$ cat config.mk
export PLATFORM = sky130hd
export DESIGN_NAME = ufl_ctrl
export DESIGN_NICKNAME = d
export VERILOG_FILES = /design/src/hw/ufl_pkg.sv /design/src/hw/ufl_ctrl.sv
export SDC_FILE = /design/constraint.sdc
export NUM_CORES = 1
export LEC_CHECK = 0
export CORE_MARGIN = 2
export CORE_UTILIZATION = 35
export CTS_BUF_LIST = sky130_fd_sc_hd__clkbuf_4 sky130_fd_sc_hd__clkbuf_8
export DETAILED_ROUTE_END_ITERATION = 7
export DONT_BUFFER_PORTS = 1
export PLACE_DENSITY = 0.54
export SYNTH_ARGS = -nofsm -noshare
export SYNTH_HDL_FRONTEND = slang
export SYNTH_SLANG_ARGS = --single-unit
$ cat constraint.sdc
create_clock -name clk -period 7.98 [get_ports clk]
set_input_delay 1.596 -clock clk [delete_from_list [all_inputs] [get_ports clk]]
set_output_delay 1.596 -clock clk [all_outputs]
set_load 0.005 [all_outputs]
$ cat src/hw/ufl_pkg.sv
// Purpose: shared constants for the uart fifo/line/modem control block
// Assumes: 8-bit register port, 3-bit register index
// Notes:   register indices are the printed offsets
package ufl_pkg;
  // register indices
  localparam logic [2:0] UFL_IDX_DATA  = 3'h0;
  localparam logic [2:0] UFL_IDX_DIVHI = 3'h1;
  localparam logic [2:0] UFL_IDX_FIFO  = 3'h2;
  localparam logic [2:0] UFL_IDX_FRAC  = 3'h2;
  localparam logic [2:0] UFL_IDX_FMT   = 3'h3;
  localparam logic [2:0] UFL_IDX_MODEM = 3'h4;
  localparam logic [2:0] UFL_IDX_STAT6 = 3'h6;
  localparam logic [2:0] UFL_IDX_STAT7 = 3'h7;
  // reset values
  localparam logic [7:0] UFL_FMT_RST   = 8'h1D;
  localparam logic [7:0] UFL_MODEM_RST = 8'h00;
  localparam logic [7:0] UFL_SCR_RST   = 8'hFF;
  localparam logic [7:0] UFL_ZERO      = 8'h00;
  // field positions
  localparam int UFL_FIFO_EN  = 0;
  localparam int UFL_RX_RST   = 1;
  localparam int UFL_TX_RST   = 2;
  localparam int UFL_BREAK    = 6;
  localparam int UFL_DIV_SEL  = 7;
  localparam int UFL_PAR_EN   = 3;
  localparam int UFL_PAR_EVEN = 4;
  localparam int UFL_PAR_FRC  = 5;
  localparam int UFL_STOP     = 2;
  localparam int UFL_LOOP     = 4;
  // fifo reset hold, in crystal clocks
  localparam logic [1:0] UFL_FLUSH_CYC = 2'h3;
  // timeout: four characters plus twelve bits
  localparam int UFL_TO_CHARS = 4;
  localparam int UFL_TO_BITS  = 12;
endpackage

$ cat src/hw/ufl_ctrl.sv
// Purpose: fifo setup, character format and modem control registers
// Assumes: one clk (crystal clock), async active-low nrst, fifo levels from datapath
// Notes:   baud arithmetic, flow engines and shifters live outside
module ufl_ctrl #(
  parameter int LVL_W = 7
) (
  input  wire logic             clk,
  input  wire logic             nrst,
  input  wire logic             reg_wr,
  input  wire logic             reg_rd,
  input  wire logic [2:0]       reg_idx,
  input  wire logic [7:0]       reg_wdata,
  output logic      [7:0]       reg_rdata,
  input  wire logic             enh_en,
  input  wire logic             auto_rts_en,
  input  wire logic             auto_rts_level,
  input  wire logic             half_duplex_en,
  input  wire logic             half_duplex_level,
  input  wire logic [LVL_W-1:0] rx_level,
  input  wire logic [LVL_W-1:0] tx_level,
  input  wire logic             tx_reloaded_low,
  input  wire logic             rx_line_active,
  input  wire logic [15:0]      bit_ticks,
  input  wire logic             ring_indicator_n,
  input  wire logic             carrier_detect_n,
  input  wire logic             tx_serial_in,
  output logic                  tx_serial,
  output logic                  rx_fifo_clear,
  output logic                  tx_fifo_clear,
  output logic                  fifo_enabled,
  output logic      [3:0]       word_bits,
  output logic      [1:0]       stop_half_bits,
  output logic                  parity_on,
  output logic                  parity_forced,
  output logic                  parity_value,
  output logic                  parity_even,
  output logic                  divisor_access,
  output logic      [7:0]       divisor_low,
  output logic      [7:0]       divisor_high,
  output logic      [7:0]       divisor_fraction,
  output logic                  dtr_n,
  output logic                  rts_n,
  output logic                  internal_out_one_n,
  output logic                  internal_out_two_n,
  output logic                  tx_irq,
  output logic                  rx_irq,
  output logic                  rx_timeout
);
  // elaboration check: level must hold 64
  if (LVL_W < 7) begin : g_chk
    $error("LVL_W too small");
  end
  // ------------------------------------------------------------
  // register state
  // ------------------------------------------------------------
  logic [7:0]  fifo_setup, next_fifo_setup;     // rx/tx trigger and enable
  logic [7:0]  character_format, next_character_format;
  logic [7:0]  modem_output_control, next_modem_output_control;
  logic [7:0]  scratchpad_byte, next_scratchpad_byte;
  logic [7:0]  flow_threshold_control, next_flow_threshold_control;
  logic [7:0]  fifo_trigger_level, next_fifo_trigger_level;
  logic [7:0]  next_divisor_low, next_divisor_high, next_divisor_fraction;
  logic [1:0]  rx_flush_cnt, next_rx_flush_cnt; // fifo reset hold counters
  logic [1:0]  tx_flush_cnt, next_tx_flush_cnt;
  logic [7:0]  next_rdata;
  logic        bank_sel;                        // enhanced bank selected
  logic        wr_fifo_ok;

  // bank at six and seven
  assign bank_sel   = enh_en & modem_output_control[2];
  assign wr_fifo_ok = reg_wdata[ufl_pkg::UFL_FIFO_EN];
  // ------------------------------------------------------------
  // register writes
  // ------------------------------------------------------------
  always_comb begin
    next_fifo_setup             = fifo_setup;
    next_character_format       = character_format;
    next_modem_output_control   = modem_output_control;
    next_scratchpad_byte        = scratchpad_byte;
    next_flow_threshold_control = flow_threshold_control;
    next_fifo_trigger_level     = fifo_trigger_level;
    next_divisor_low            = divisor_low;
    next_divisor_high           = divisor_high;
    next_divisor_fraction       = divisor_fraction;
    next_rx_flush_cnt           = (rx_flush_cnt != 2'h0) ? rx_flush_cnt - 2'h1 : 2'h0;
    next_tx_flush_cnt           = (tx_flush_cnt != 2'h0) ? tx_flush_cnt - 2'h1 : 2'h0;
    // self-clear reset bits once hold done
    if (rx_flush_cnt == 2'h1) begin
      next_fifo_setup[ufl_pkg::UFL_RX_RST] = 1'b0;
    end
    if (tx_flush_cnt == 2'h1) begin
      next_fifo_setup[ufl_pkg::UFL_TX_RST] = 1'b0;
    end
    if (reg_wr) begin
      unique case (reg_idx)
        ufl_pkg::UFL_IDX_DATA: begin
          if (character_format[ufl_pkg::UFL_DIV_SEL]) begin
            next_divisor_low = reg_wdata;
          end
        end
        ufl_pkg::UFL_IDX_DIVHI: begin
          if (character_format[ufl_pkg::UFL_DIV_SEL]) begin
            next_divisor_high = reg_wdata;
          end
        end
        ufl_pkg::UFL_IDX_FIFO: begin
          if (character_format[ufl_pkg::UFL_DIV_SEL]) begin
            next_divisor_fraction = reg_wdata;
          end else if (wr_fifo_ok) begin
            next_fifo_setup[0]   = 1'b1;
            next_fifo_setup[7:6] = reg_wdata[7:6];
            next_fifo_setup[3]   = 1'b0;
            if (enh_en) begin
              next_fifo_setup[5:4] = reg_wdata[5:4];
            end
            if (reg_wdata[ufl_pkg::UFL_RX_RST]) begin
              next_fifo_setup[ufl_pkg::UFL_RX_RST] = 1'b1;
              next_rx_flush_cnt = ufl_pkg::UFL_FLUSH_CYC;
            end
            if (reg_wdata[ufl_pkg::UFL_TX_RST]) begin
              next_fifo_setup[ufl_pkg::UFL_TX_RST] = 1'b1;
              next_tx_flush_cnt = ufl_pkg::UFL_FLUSH_CYC;
            end
          end else begin
            // fifo enable cleared: disable, others ignored
            next_fifo_setup[0] = 1'b0;
          end
        end
        ufl_pkg::UFL_IDX_FMT:   next_character_format = reg_wdata;
        ufl_pkg::UFL_IDX_MODEM: next_modem_output_control = reg_wdata;
        ufl_pkg::UFL_IDX_STAT6: begin
          if (bank_sel) begin
            next_flow_threshold_control = reg_wdata;
          end
        end
        ufl_pkg::UFL_IDX_STAT7: begin
          if (bank_sel) begin
            next_fifo_trigger_level = reg_wdata;
          end else begin
            next_scratchpad_byte = reg_wdata;
          end
        end
        default: ;
      endcase
    end
  end

  always_ff @(posedge clk or negedge nrst) begin
    if (!nrst) begin
      fifo_setup             <= ufl_pkg::UFL_ZERO;
      character_format       <= ufl_pkg::UFL_FMT_RST;
      modem_output_control   <= ufl_pkg::UFL_MODEM_RST;
      scratchpad_byte        <= ufl_pkg::UFL_SCR_RST;
      flow_threshold_control <= ufl_pkg::UFL_ZERO;
      fifo_trigger_level     <= ufl_pkg::UFL_ZERO;
      divisor_low            <= ufl_pkg::UFL_ZERO;
      divisor_high           <= ufl_pkg::UFL_ZERO;
      divisor_fraction       <= ufl_pkg::UFL_ZERO;
      rx_flush_cnt           <= 2'h0;
      tx_flush_cnt           <= 2'h0;
    end else begin
      fifo_setup             <= next_fifo_setup;
      character_format       <= next_character_format;
      modem_output_control   <= next_modem_output_control;
      scratchpad_byte        <= next_scratchpad_byte;
      flow_threshold_control <= next_flow_threshold_control;
      fifo_trigger_level     <= next_fifo_trigger_level;
      divisor_low            <= next_divisor_low;
      divisor_high           <= next_divisor_high;
      divisor_fraction       <= next_divisor_fraction;
      rx_flush_cnt           <= next_rx_flush_cnt;
      tx_flush_cnt           <= next_tx_flush_cnt;
    end
  end

  // ------------------------------------------------------------
  // modem inputs: three-flop synchronisers
  // ------------------------------------------------------------
  logic [2:0] ri_sync, cd_sync;
  logic       ri_state, cd_state, next_ri_state, next_cd_state;
  always_comb begin
    next_ri_state = (ri_sync[1] == ri_sync[2]) ? ri_sync[2] : ri_state;
    next_cd_state = (cd_sync[1] == cd_sync[2]) ? cd_sync[2] : cd_state;
  end
  always_ff @(posedge clk or negedge nrst) begin
    if (!nrst) begin
      ri_sync  <= 3'h7;
      cd_sync  <= 3'h7;
      ri_state <= 1'b1;
      cd_state <= 1'b1;
    end else begin
      ri_sync  <= {ri_sync[1:0], ring_indicator_n};
      cd_sync  <= {cd_sync[1:0], carrier_detect_n};
      ri_state <= next_ri_state;
      cd_state <= next_cd_state;
    end
  end

  // ------------------------------------------------------------
  // triggers, interrupts, receive timeout
  // ------------------------------------------------------------
  logic [LVL_W-1:0] tx_trig, rx_trig, tx_space;
  logic [21:0]      to_cnt, next_to_cnt, to_limit;
  logic [3:0]       frame_bits;
  always_comb begin
    // reset defaults give trigger of one
    tx_trig = LVL_W'(1);
    rx_trig = LVL_W'(1);
    if (fifo_setup[0]) begin
      unique case (fifo_setup[5:4])
        2'h0: tx_trig = LVL_W'(8);
        2'h1: tx_trig = LVL_W'(16);
        2'h2: tx_trig = LVL_W'(32);
        2'h3: tx_trig = LVL_W'(56);
      endcase
      unique case (fifo_setup[7:6])
        2'h0: rx_trig = LVL_W'(8);
        2'h1: rx_trig = LVL_W'(16);
        2'h2: rx_trig = LVL_W'(56);
        2'h3: rx_trig = LVL_W'(60);
      endcase
    end
    tx_space   = LVL_W'(64) - tx_level;
    // bits per frame: start, data, parity, stop
    frame_bits = 4'(1 + 5 + character_format[1:0] + character_format[3] + 1 + character_format[2]);
    to_limit   = 22'(({16'h0, frame_bits} * ufl_pkg::UFL_TO_CHARS + ufl_pkg::UFL_TO_BITS) * bit_ticks);
    next_to_cnt = 22'h0;
    if (rx_level != '0 && !rx_line_active && !reg_rd && to_cnt < to_limit) begin
      next_to_cnt = to_cnt + 22'h1;
    end else if (rx_level != '0 && !rx_line_active && !reg_rd) begin
      next_to_cnt = to_cnt;
    end
  end
  // ------------------------------------------------------------
  // registered outputs
  // ------------------------------------------------------------
  logic pin_tx, pin_rts;
  always_comb begin
    pin_tx  = character_format[ufl_pkg::UFL_BREAK] ? 1'b0 : tx_serial_in;
    pin_rts = ~modem_output_control[1];
    if (half_duplex_en) begin
      pin_rts = half_duplex_level;
    end else if (auto_rts_en) begin
      pin_rts = auto_rts_level;
    end
    next_rdata = ufl_pkg::UFL_ZERO;
    unique case (reg_idx)
      ufl_pkg::UFL_IDX_DATA:  next_rdata = character_format[7] ? divisor_low : ufl_pkg::UFL_ZERO;
      ufl_pkg::UFL_IDX_DIVHI: next_rdata = character_format[7] ? divisor_high : ufl_pkg::UFL_ZERO;
      ufl_pkg::UFL_IDX_FIFO:  next_rdata = character_format[7] ? divisor_fraction : ufl_pkg::UFL_ZERO;
      ufl_pkg::UFL_IDX_FMT:   next_rdata = character_format;
      ufl_pkg::UFL_IDX_MODEM: next_rdata = modem_output_control;
      ufl_pkg::UFL_IDX_STAT6: begin
        if (bank_sel) begin
          next_rdata = flow_threshold_control;
        end else if (modem_output_control[ufl_pkg::UFL_LOOP]) begin
          next_rdata = {modem_output_control[3], modem_output_control[2],
                        modem_output_control[0], modem_output_control[1], 4'h0};
        end else begin
          next_rdata = {~cd_state, ~ri_state, 6'h0};
        end
      end
      ufl_pkg::UFL_IDX_STAT7: next_rdata = bank_sel ? fifo_trigger_level : scratchpad_byte;
      default: next_rdata = ufl_pkg::UFL_ZERO;
    endcase
  end

  always_ff @(posedge clk or negedge nrst) begin
    if (!nrst) begin
      reg_rdata          <= ufl_pkg::UFL_ZERO;
      to_cnt             <= 22'h0;
      tx_serial          <= 1'b1;
      rx_fifo_clear      <= 1'b0;
      tx_fifo_clear      <= 1'b0;
      fifo_enabled       <= 1'b0;
      word_bits          <= 4'h6;
      stop_half_bits     <= 2'h2;
      parity_on          <= 1'b0;
      parity_forced      <= 1'b0;
      parity_value       <= 1'b0;
      parity_even        <= 1'b0;
      divisor_access     <= 1'b0;
      dtr_n              <= 1'b1;
      rts_n              <= 1'b1;
      internal_out_one_n <= 1'b1;
      internal_out_two_n <= 1'b1;
      tx_irq             <= 1'b0;
      rx_irq             <= 1'b0;
      rx_timeout         <= 1'b0;
    end else begin
      reg_rdata          <= next_rdata;
      to_cnt             <= next_to_cnt;
      tx_serial          <= pin_tx;
      rx_fifo_clear      <= next_rx_flush_cnt != 2'h0;
      tx_fifo_clear      <= next_tx_flush_cnt != 2'h0;
      fifo_enabled       <= fifo_setup[0];
      word_bits          <= 4'(5 + character_format[1:0]);
      stop_half_bits     <= !character_format[ufl_pkg::UFL_STOP] ? 2'h2 :
                            (character_format[1:0] == 2'h0) ? 2'h3 : 2'h0;
      parity_on          <= character_format[ufl_pkg::UFL_PAR_EN];
      parity_forced      <= character_format[ufl_pkg::UFL_PAR_FRC];
      parity_value       <= ~character_format[ufl_pkg::UFL_PAR_EVEN];
      parity_even        <= character_format[ufl_pkg::UFL_PAR_EVEN];
      divisor_access     <= character_format[ufl_pkg::UFL_DIV_SEL];
      dtr_n              <= ~modem_output_control[0];
      rts_n              <= pin_rts;
      internal_out_one_n <= ~modem_output_control[2];
      internal_out_two_n <= ~modem_output_control[3];
      tx_irq             <= (tx_space > tx_trig) | (tx_level == '0 && tx_reloaded_low);
      rx_irq             <= (rx_level > rx_trig) | (to_cnt == to_limit && to_limit != 22'h0);
      rx_timeout         <= to_cnt == to_limit && to_limit != 22'h0;
    end
  end
endmodule

Yosys cells after proc, flatten, opt, wreduce, memory -nomap -nowiden --
Index checks and enable logic that the tools add are counted.
Cells by class: $add $sub $neg 10, multipliers 1, div/mod/pow operators 0, order comparisons 3, equal/unequal tests 16, shifts and indexed selects 0, mux-type cells 31, bitwise logic cells 12, reduce and logical (&&, ||, !) cells 29
Operators with widths (number):
- 7-bit case mux with 4 select lines | 2
- 8-bit case mux with 7 select lines | 1
- 8-bit 2-to-1 mux | 6
- 22-bit 2-to-1 mux | 2
- 2-bit 2-to-1 mux | 14
- 22-bit by 1-bit adder with 22-bit output, second input constant | 1
- 22-bit == test | 1
- 22-bit less-than comparator | 1
- 7-bit by 16-bit multiplier with 22-bit output | 1
- 22-bit nonzero test | 1
- 3-bit AND reduction | 7
- 7-bit greater-than comparator | 2
- 7-bit 2-to-1 mux | 2
- 3-bit == test, second input constant | 3
- 1-bit NOT | 9
- 3-bit by 2-bit adder with 4-bit output, first input constant | 2
- 4-bit by 1-bit adder with 4-bit output | 2
- 2-bit == test, second input constant | 4
- 2-bit nonzero test | 4
- 6-bit by 4-bit adder with 7-bit output, second input constant | 1
- 7-bit zero test | 1
- 7-bit nonzero test | 1
- 7-bit subtractor, first input constant | 1
- 3-bit by 2-bit == test with 1-bit output, second input constant | 2
- other kinds (16) | 31
Word-level totals: bits in registers 133, bits in latches 0, RAM bits 0, memory bits (read-only) 0, logic and storage cells 139, memories 0

Depth between registers and ports, before layout --
word-level depth 9, mapped depth 36, mapped depth without buffers 33

Worst setup path after synthesis --
OpenSTA, ideal clock, no wires.
path type reg2reg, start register character_format[0], end register to_cnt[1], library setup time 0.132 ns, data arrival time 7.698 ns, required time 7.848 ns, slack 0.150 ns, cell stages (with the launch flop) 34, buffers on the path 4, period minus slack after synthesis 7.830 ns, cells stage by stage dfstp_2 -> inv_1 -> ha_1 -> inv_1 -> ha_1 -> inv_1 -> fa_1 -> ha_1 -> nor3_1 -> clkbuf_1 -> nand2_1 -> fa_1 -> fa_1 -> inv_1 -> fa_1 -> ha_1 -> ha_1 -> inv_1 -> fa_1 -> nand2b_1 -> a21oi_1 -> nor4_1 -> or4b_1 -> ha_1 -> nand4_1 -> nor4_1 -> o21ai_1 -> nand2_1 -> o31a_1 -> buf_2 -> buf_2 -> buf_2 -> mux2i_1 -> nor2_1
Between the ends: word-level cells in the longest chain between the ends 9, elaborated cells on any way between the ends 10
RTL lines:
- start: declaration | line ufl_ctrl.sv:57 | logic [7:0] character_format, next_character_format;
- start signal: assignment | line ufl_ctrl.sv:151 | character_format <= ufl_pkg::UFL_FMT_RST;
- start signal: assignment | line ufl_ctrl.sv:163 | character_format <= next_character_format;
- 3-bit by 2-bit adder with 4-bit output (*) | line ufl_ctrl.sv:225 | frame_bits = 4'(1 + 5 + character_format[1:0] + character_format[3] + 1 + character_format[2]);
- 4-bit by 1-bit adder with 4-bit output (*) (3 in a row) | line ufl_ctrl.sv:225
- 6-bit by 4-bit adder with 7-bit output (*) | line ufl_ctrl.sv:226 | to_limit = 22'(({16'h0, frame_bits} * ufl_pkg::UFL_TO_CHARS + ufl_pkg::UFL_TO_BITS) * bit_ticks);
- 7-bit by 16-bit multiplier with 22-bit output (*) | line ufl_ctrl.sv:226
- 22-bit less-than comparator (*) | line ufl_ctrl.sv:228 | if (rx_level != '0 && !rx_line_active && !reg_rd && to_cnt < to_limit) begin
- 1-bit logical AND (*) | line ufl_ctrl.sv:228
- 2-bit by 1-bit inequality test with 1-bit output (no source line) / 22-bit 2-to-1 mux (equally long branches)
- end signal: assignment | line ufl_ctrl.sv:292 | to_cnt <= next_to_cnt;
- end: declaration | line ufl_ctrl.sv:203 | logic [21:0] to_cnt, next_to_cnt, to_limit;
Every way passes the cells marked *; elsewhere a longest branch is shown, timed or not. A chain may end at the register's enable or synchronous reset.

Worst setup path after layout --
start register character_format[0], end register to_cnt[6]
The elaborated chain is that of the path after synthesis.

==> results.py <==
metrics = {
    "sta": {
        "slew_headroom": 0.234,
        "slew_viol_final": 0,
        "finalSetupTns_ps": 0,
        "clock_skew_ps": 9.03,
        "tightest_slew_ps": 1150,
        "period_share": 0.963,
        "finalSetupViolations": 0,
        "finalHoldViolCount": 0,
        "max_freq_mhz": 130,
        "layout_min_cycle_time_ps": 7690,
    },
    "die": {
        "die_area_mm2": 0.0294,
        "rows": 61,
        "die_w_um": 172,
        "start_util": 0.355,
        "core_region_area_mm2": 0.0277,
        "die_y_um": 172,
        "io-pin-count": 109,
    },
    "grt": {
        "antenna_found_initial": 0,
        "grt_pass1_wl_mm": 35.9,
        "grt_overflow": 0,
        "grt_max_degree": 134,
        "gr-usage-all-layers": 0.153,
        "grt_pass1_vias": 7130,
    },
    "clock_tree": {
        "cts-root-buf": "clkbuf_8",
        "cts.clk_slew.worst_paths_ps": 90,
        "cts-htree-levels": 4,
        "insertion_delay_ps": 440,
        "cts.sinks": 133,
        "cts_tree": "built",
        "cts_max_path_buffers": 2,
        "cts_made_buffers": 17,
        "ctsHoldBuffers": 0,
    },
    "setup_path": {
        "arrival_ps": 8040,
        "crit_path_end_kind": "flop",
        "crit_path_max_incr_delay_ps": 580,
        "cp.required_ps": 8330,
        "ff2ff_setup_slack_ps": 290,
        "worst_path_max_delay_cell": "fa_2",
        "critical_path.max_fanout": 8,
        "critPathKind": "flop to flop",
        "worstRegToRegCells": 30,
        "worstSetupStartpointType": "flop",
        "critPathMostFrequentCell": "inv_1",
    },
    "cells_and_area": {
        "diodes": 0,
        "fillers": 2694,
        "final_cells": 1407,
        "layout.nets": 1210,
        "drive_above_1_share": 0.220,
        "postLayoutCellArea_mm2": 0.0115,
        "syn2layout_area_growth_pct": 17.4,
    },
    "min_path": {
        "hp-class": "flop to flop",
        "holdPathStages": 0,
    },
    "place": {
        "dpl-instance-area_mm2": 0.0104,
        "portBuffers": 0,
        "dp_cells": 1357,
        "gp_congestion": 0.793,
        "hpwl_mm": 17.0,
    },
    "logic_synthesis": {
        "synth-edff-count": 0,
        "yosys_warnings": 0,
        "synth-seq-cells": 133,
        "syn_area_per_cell_um2": 9.96,
        "syn_inst": 986,
        "synth_cell_types": 67,
        "async_flop_share": 1.00,
        "netlist_area_mm2": 0.00982,
        "synth_flop_cell": "dfrtp_1",
        "syn_nets": 1180,
        "seq_area_frac_synth": 0.342,
    },
    "routing": {
        "drt_iter0_drc": 231,
        "via_per_inst": 5.12,
        "routed_wl_mm": 22.8,
        "postRouteAntennaNets": 0,
        "firstDrtPassIters": 4,
        "wl_per_cell_um": 16.2,
        "post-route-drc-count": 0,
        "vias": 7201,
    },
    "outcome": {
        "status": "finished, final reports clean",
    },
    "flow_run": {
        "drv_cap": 0,
    },
}
final cells by class:
class                   count  area [um2]  share of cell area
clock buffers              18         248              0.0215
clock inverters            14         193              0.0167
inverters                 117         439              0.0381
multi-input cells         705        6430               0.558
flip-flops and latches    133        3360               0.292
well taps                 378         473              0.0410
repair buffers             42         385              0.0334
critical path, delay by kind of cell (launching register included):
family                   cells  cell delay (ps)
adder cells (fa/ha/maj)     10             3670
AO/OA/AOI/OAI                7             1680
buffers and inverters        8              820
AND/OR/NAND/NOR              5              900
flip-flops                   1              530
layer usage:
| layer | wire length, um | up-vias | track usage | part of all wire |
|---|---|---|---|---|
| met5 | 0 | - | 0 | 0 |
| met4 | 193 | 0 | 0.0350 | 0.0085 |
| met3 | 1060 | 14 | 0.0407 | 0.046 |
| met2 | 11700 | 108 | 0.276 | 0.51 |
| met1 | 9900 | 3575 | 0.182 | 0.43 |
| li1 | - | 3504 | - | - |
cell usage after synthesis, types with 6 or more instances:
cell type / n / area [um2]
o21ai_1: 9 / 45.0
o211ai_1: 8 / 60.1
dfrtp_1: 105 / 2630
o31ai_1: 12 / 90.1
nor3_1: 14 / 70.1
nand2_1: 77 / 289
nor4_1: 7 / 43.8
nand3_1: 18 / 90.1
mux2_2: 47 / 529
xor2_1: 7 / 61.3
nor2b_1: 37 / 231
ha_1: 96 / 1200
or4_1: 11 / 82.6
dfstp_2: 28 / 736
fa_1: 43 / 861
xnor2_1: 18 / 158
nand2b_1: 15 / 93.8
a21oi_1: 39 / 195
clkbuf_1: 23 / 86.3
nor2_1: 30 / 113
a21o_1: 12 / 90.1
mux2_1: 16 / 180
and2_1: 43 / 269
mux2i_1: 17 / 170
nand4_1: 16 / 100
inv_1: 116 / 435
a221oi_1: 9 / 78.8
o21ai_0: 33 / 165
buf_2: 6 / 30.0
sequential cells by signal, indices dropped and copies added (netlist names), 2 cells and up:
name                    count
reg_rdata                   8
modem_output_control        8
fifo_setup                  5
divisor_high                8
rx_flush_cnt                2
divisor_low                 8
word_bits                   4
to_cnt                     22
divisor_fraction            8
tx_flush_cnt                2
character_format            8
stop_half_bits              2
scratchpad_byte             8
ri_sync                     3
fifo_trigger_level          8
cd_sync                     3
flow_threshold_control      8
logic make-up (layout without fill, tap and decap cells):
family / after synthesis / count (layout) / synth area share
buf+inv: 148 / 191 / 0.0573
xor+xnor: 25 / 25 / 0.0223
simple gates: 298 / 298 / 0.168
mux: 80 / 80 / 0.0895
fa+ha+maj: 141 / 141 / 0.212
compound gates: 161 / 161 / 0.109
flops: 133 / 133 / 0.342
per-stage QoR:
stage	setup slack [ps]	util	hold WS (ps)
final	294	0.416	360
after global routing	-20.4	0.416	367
after CTS	2.84	0.390	364
after detailed placement	-6.01	0.374	349
after global placement	111	0.374	346
after floorplan	150	-	345
what timing repair did:
item / CTS / global route
pin swaps: 0 / 53
gates resized for setup: 2 / 96
buffers inserted: 0 / 16
gates cloned: 0 / 2
endpoints found under the setup margin: 2 / 23
worst paths after layout:
check                               startpoint               to
hold reg to reg                     cd_sync[0]       cd_sync[1]
hold / removal                      cd_sync[0]       cd_sync[1]
setup / recovery           character_format[0]        to_cnt[6]
max in group asynchronous                 nrst       cd_sync[1]
min in group asynchronous                 nrst  divisor_high[0]
setup reg to reg           character_format[0]        to_cnt[6]
cells in the final DEF (no fill, tap or decap), types with 14 or more instances in the layout:
cell type and instances:
and2_1 42, xnor2_1 15, dfrtp_1 105, clkbuf_8 18
ha_4 19, nand2b_1 14, nor2b_1 37, mux2_1 16
mux2i_1 17, fa_1 39, mux2_2 47, nand2_1 75
a21oi_1 26, ha_1 77, nand3_1 16, nand4_1 16
nor2_1 27, o21ai_0 30, inv_1 116, buf_4 33
dfstp_2 28
Power is not shown: default switching activity piles up to over one toggle a cycle in this logic, so the estimate is an artifact.
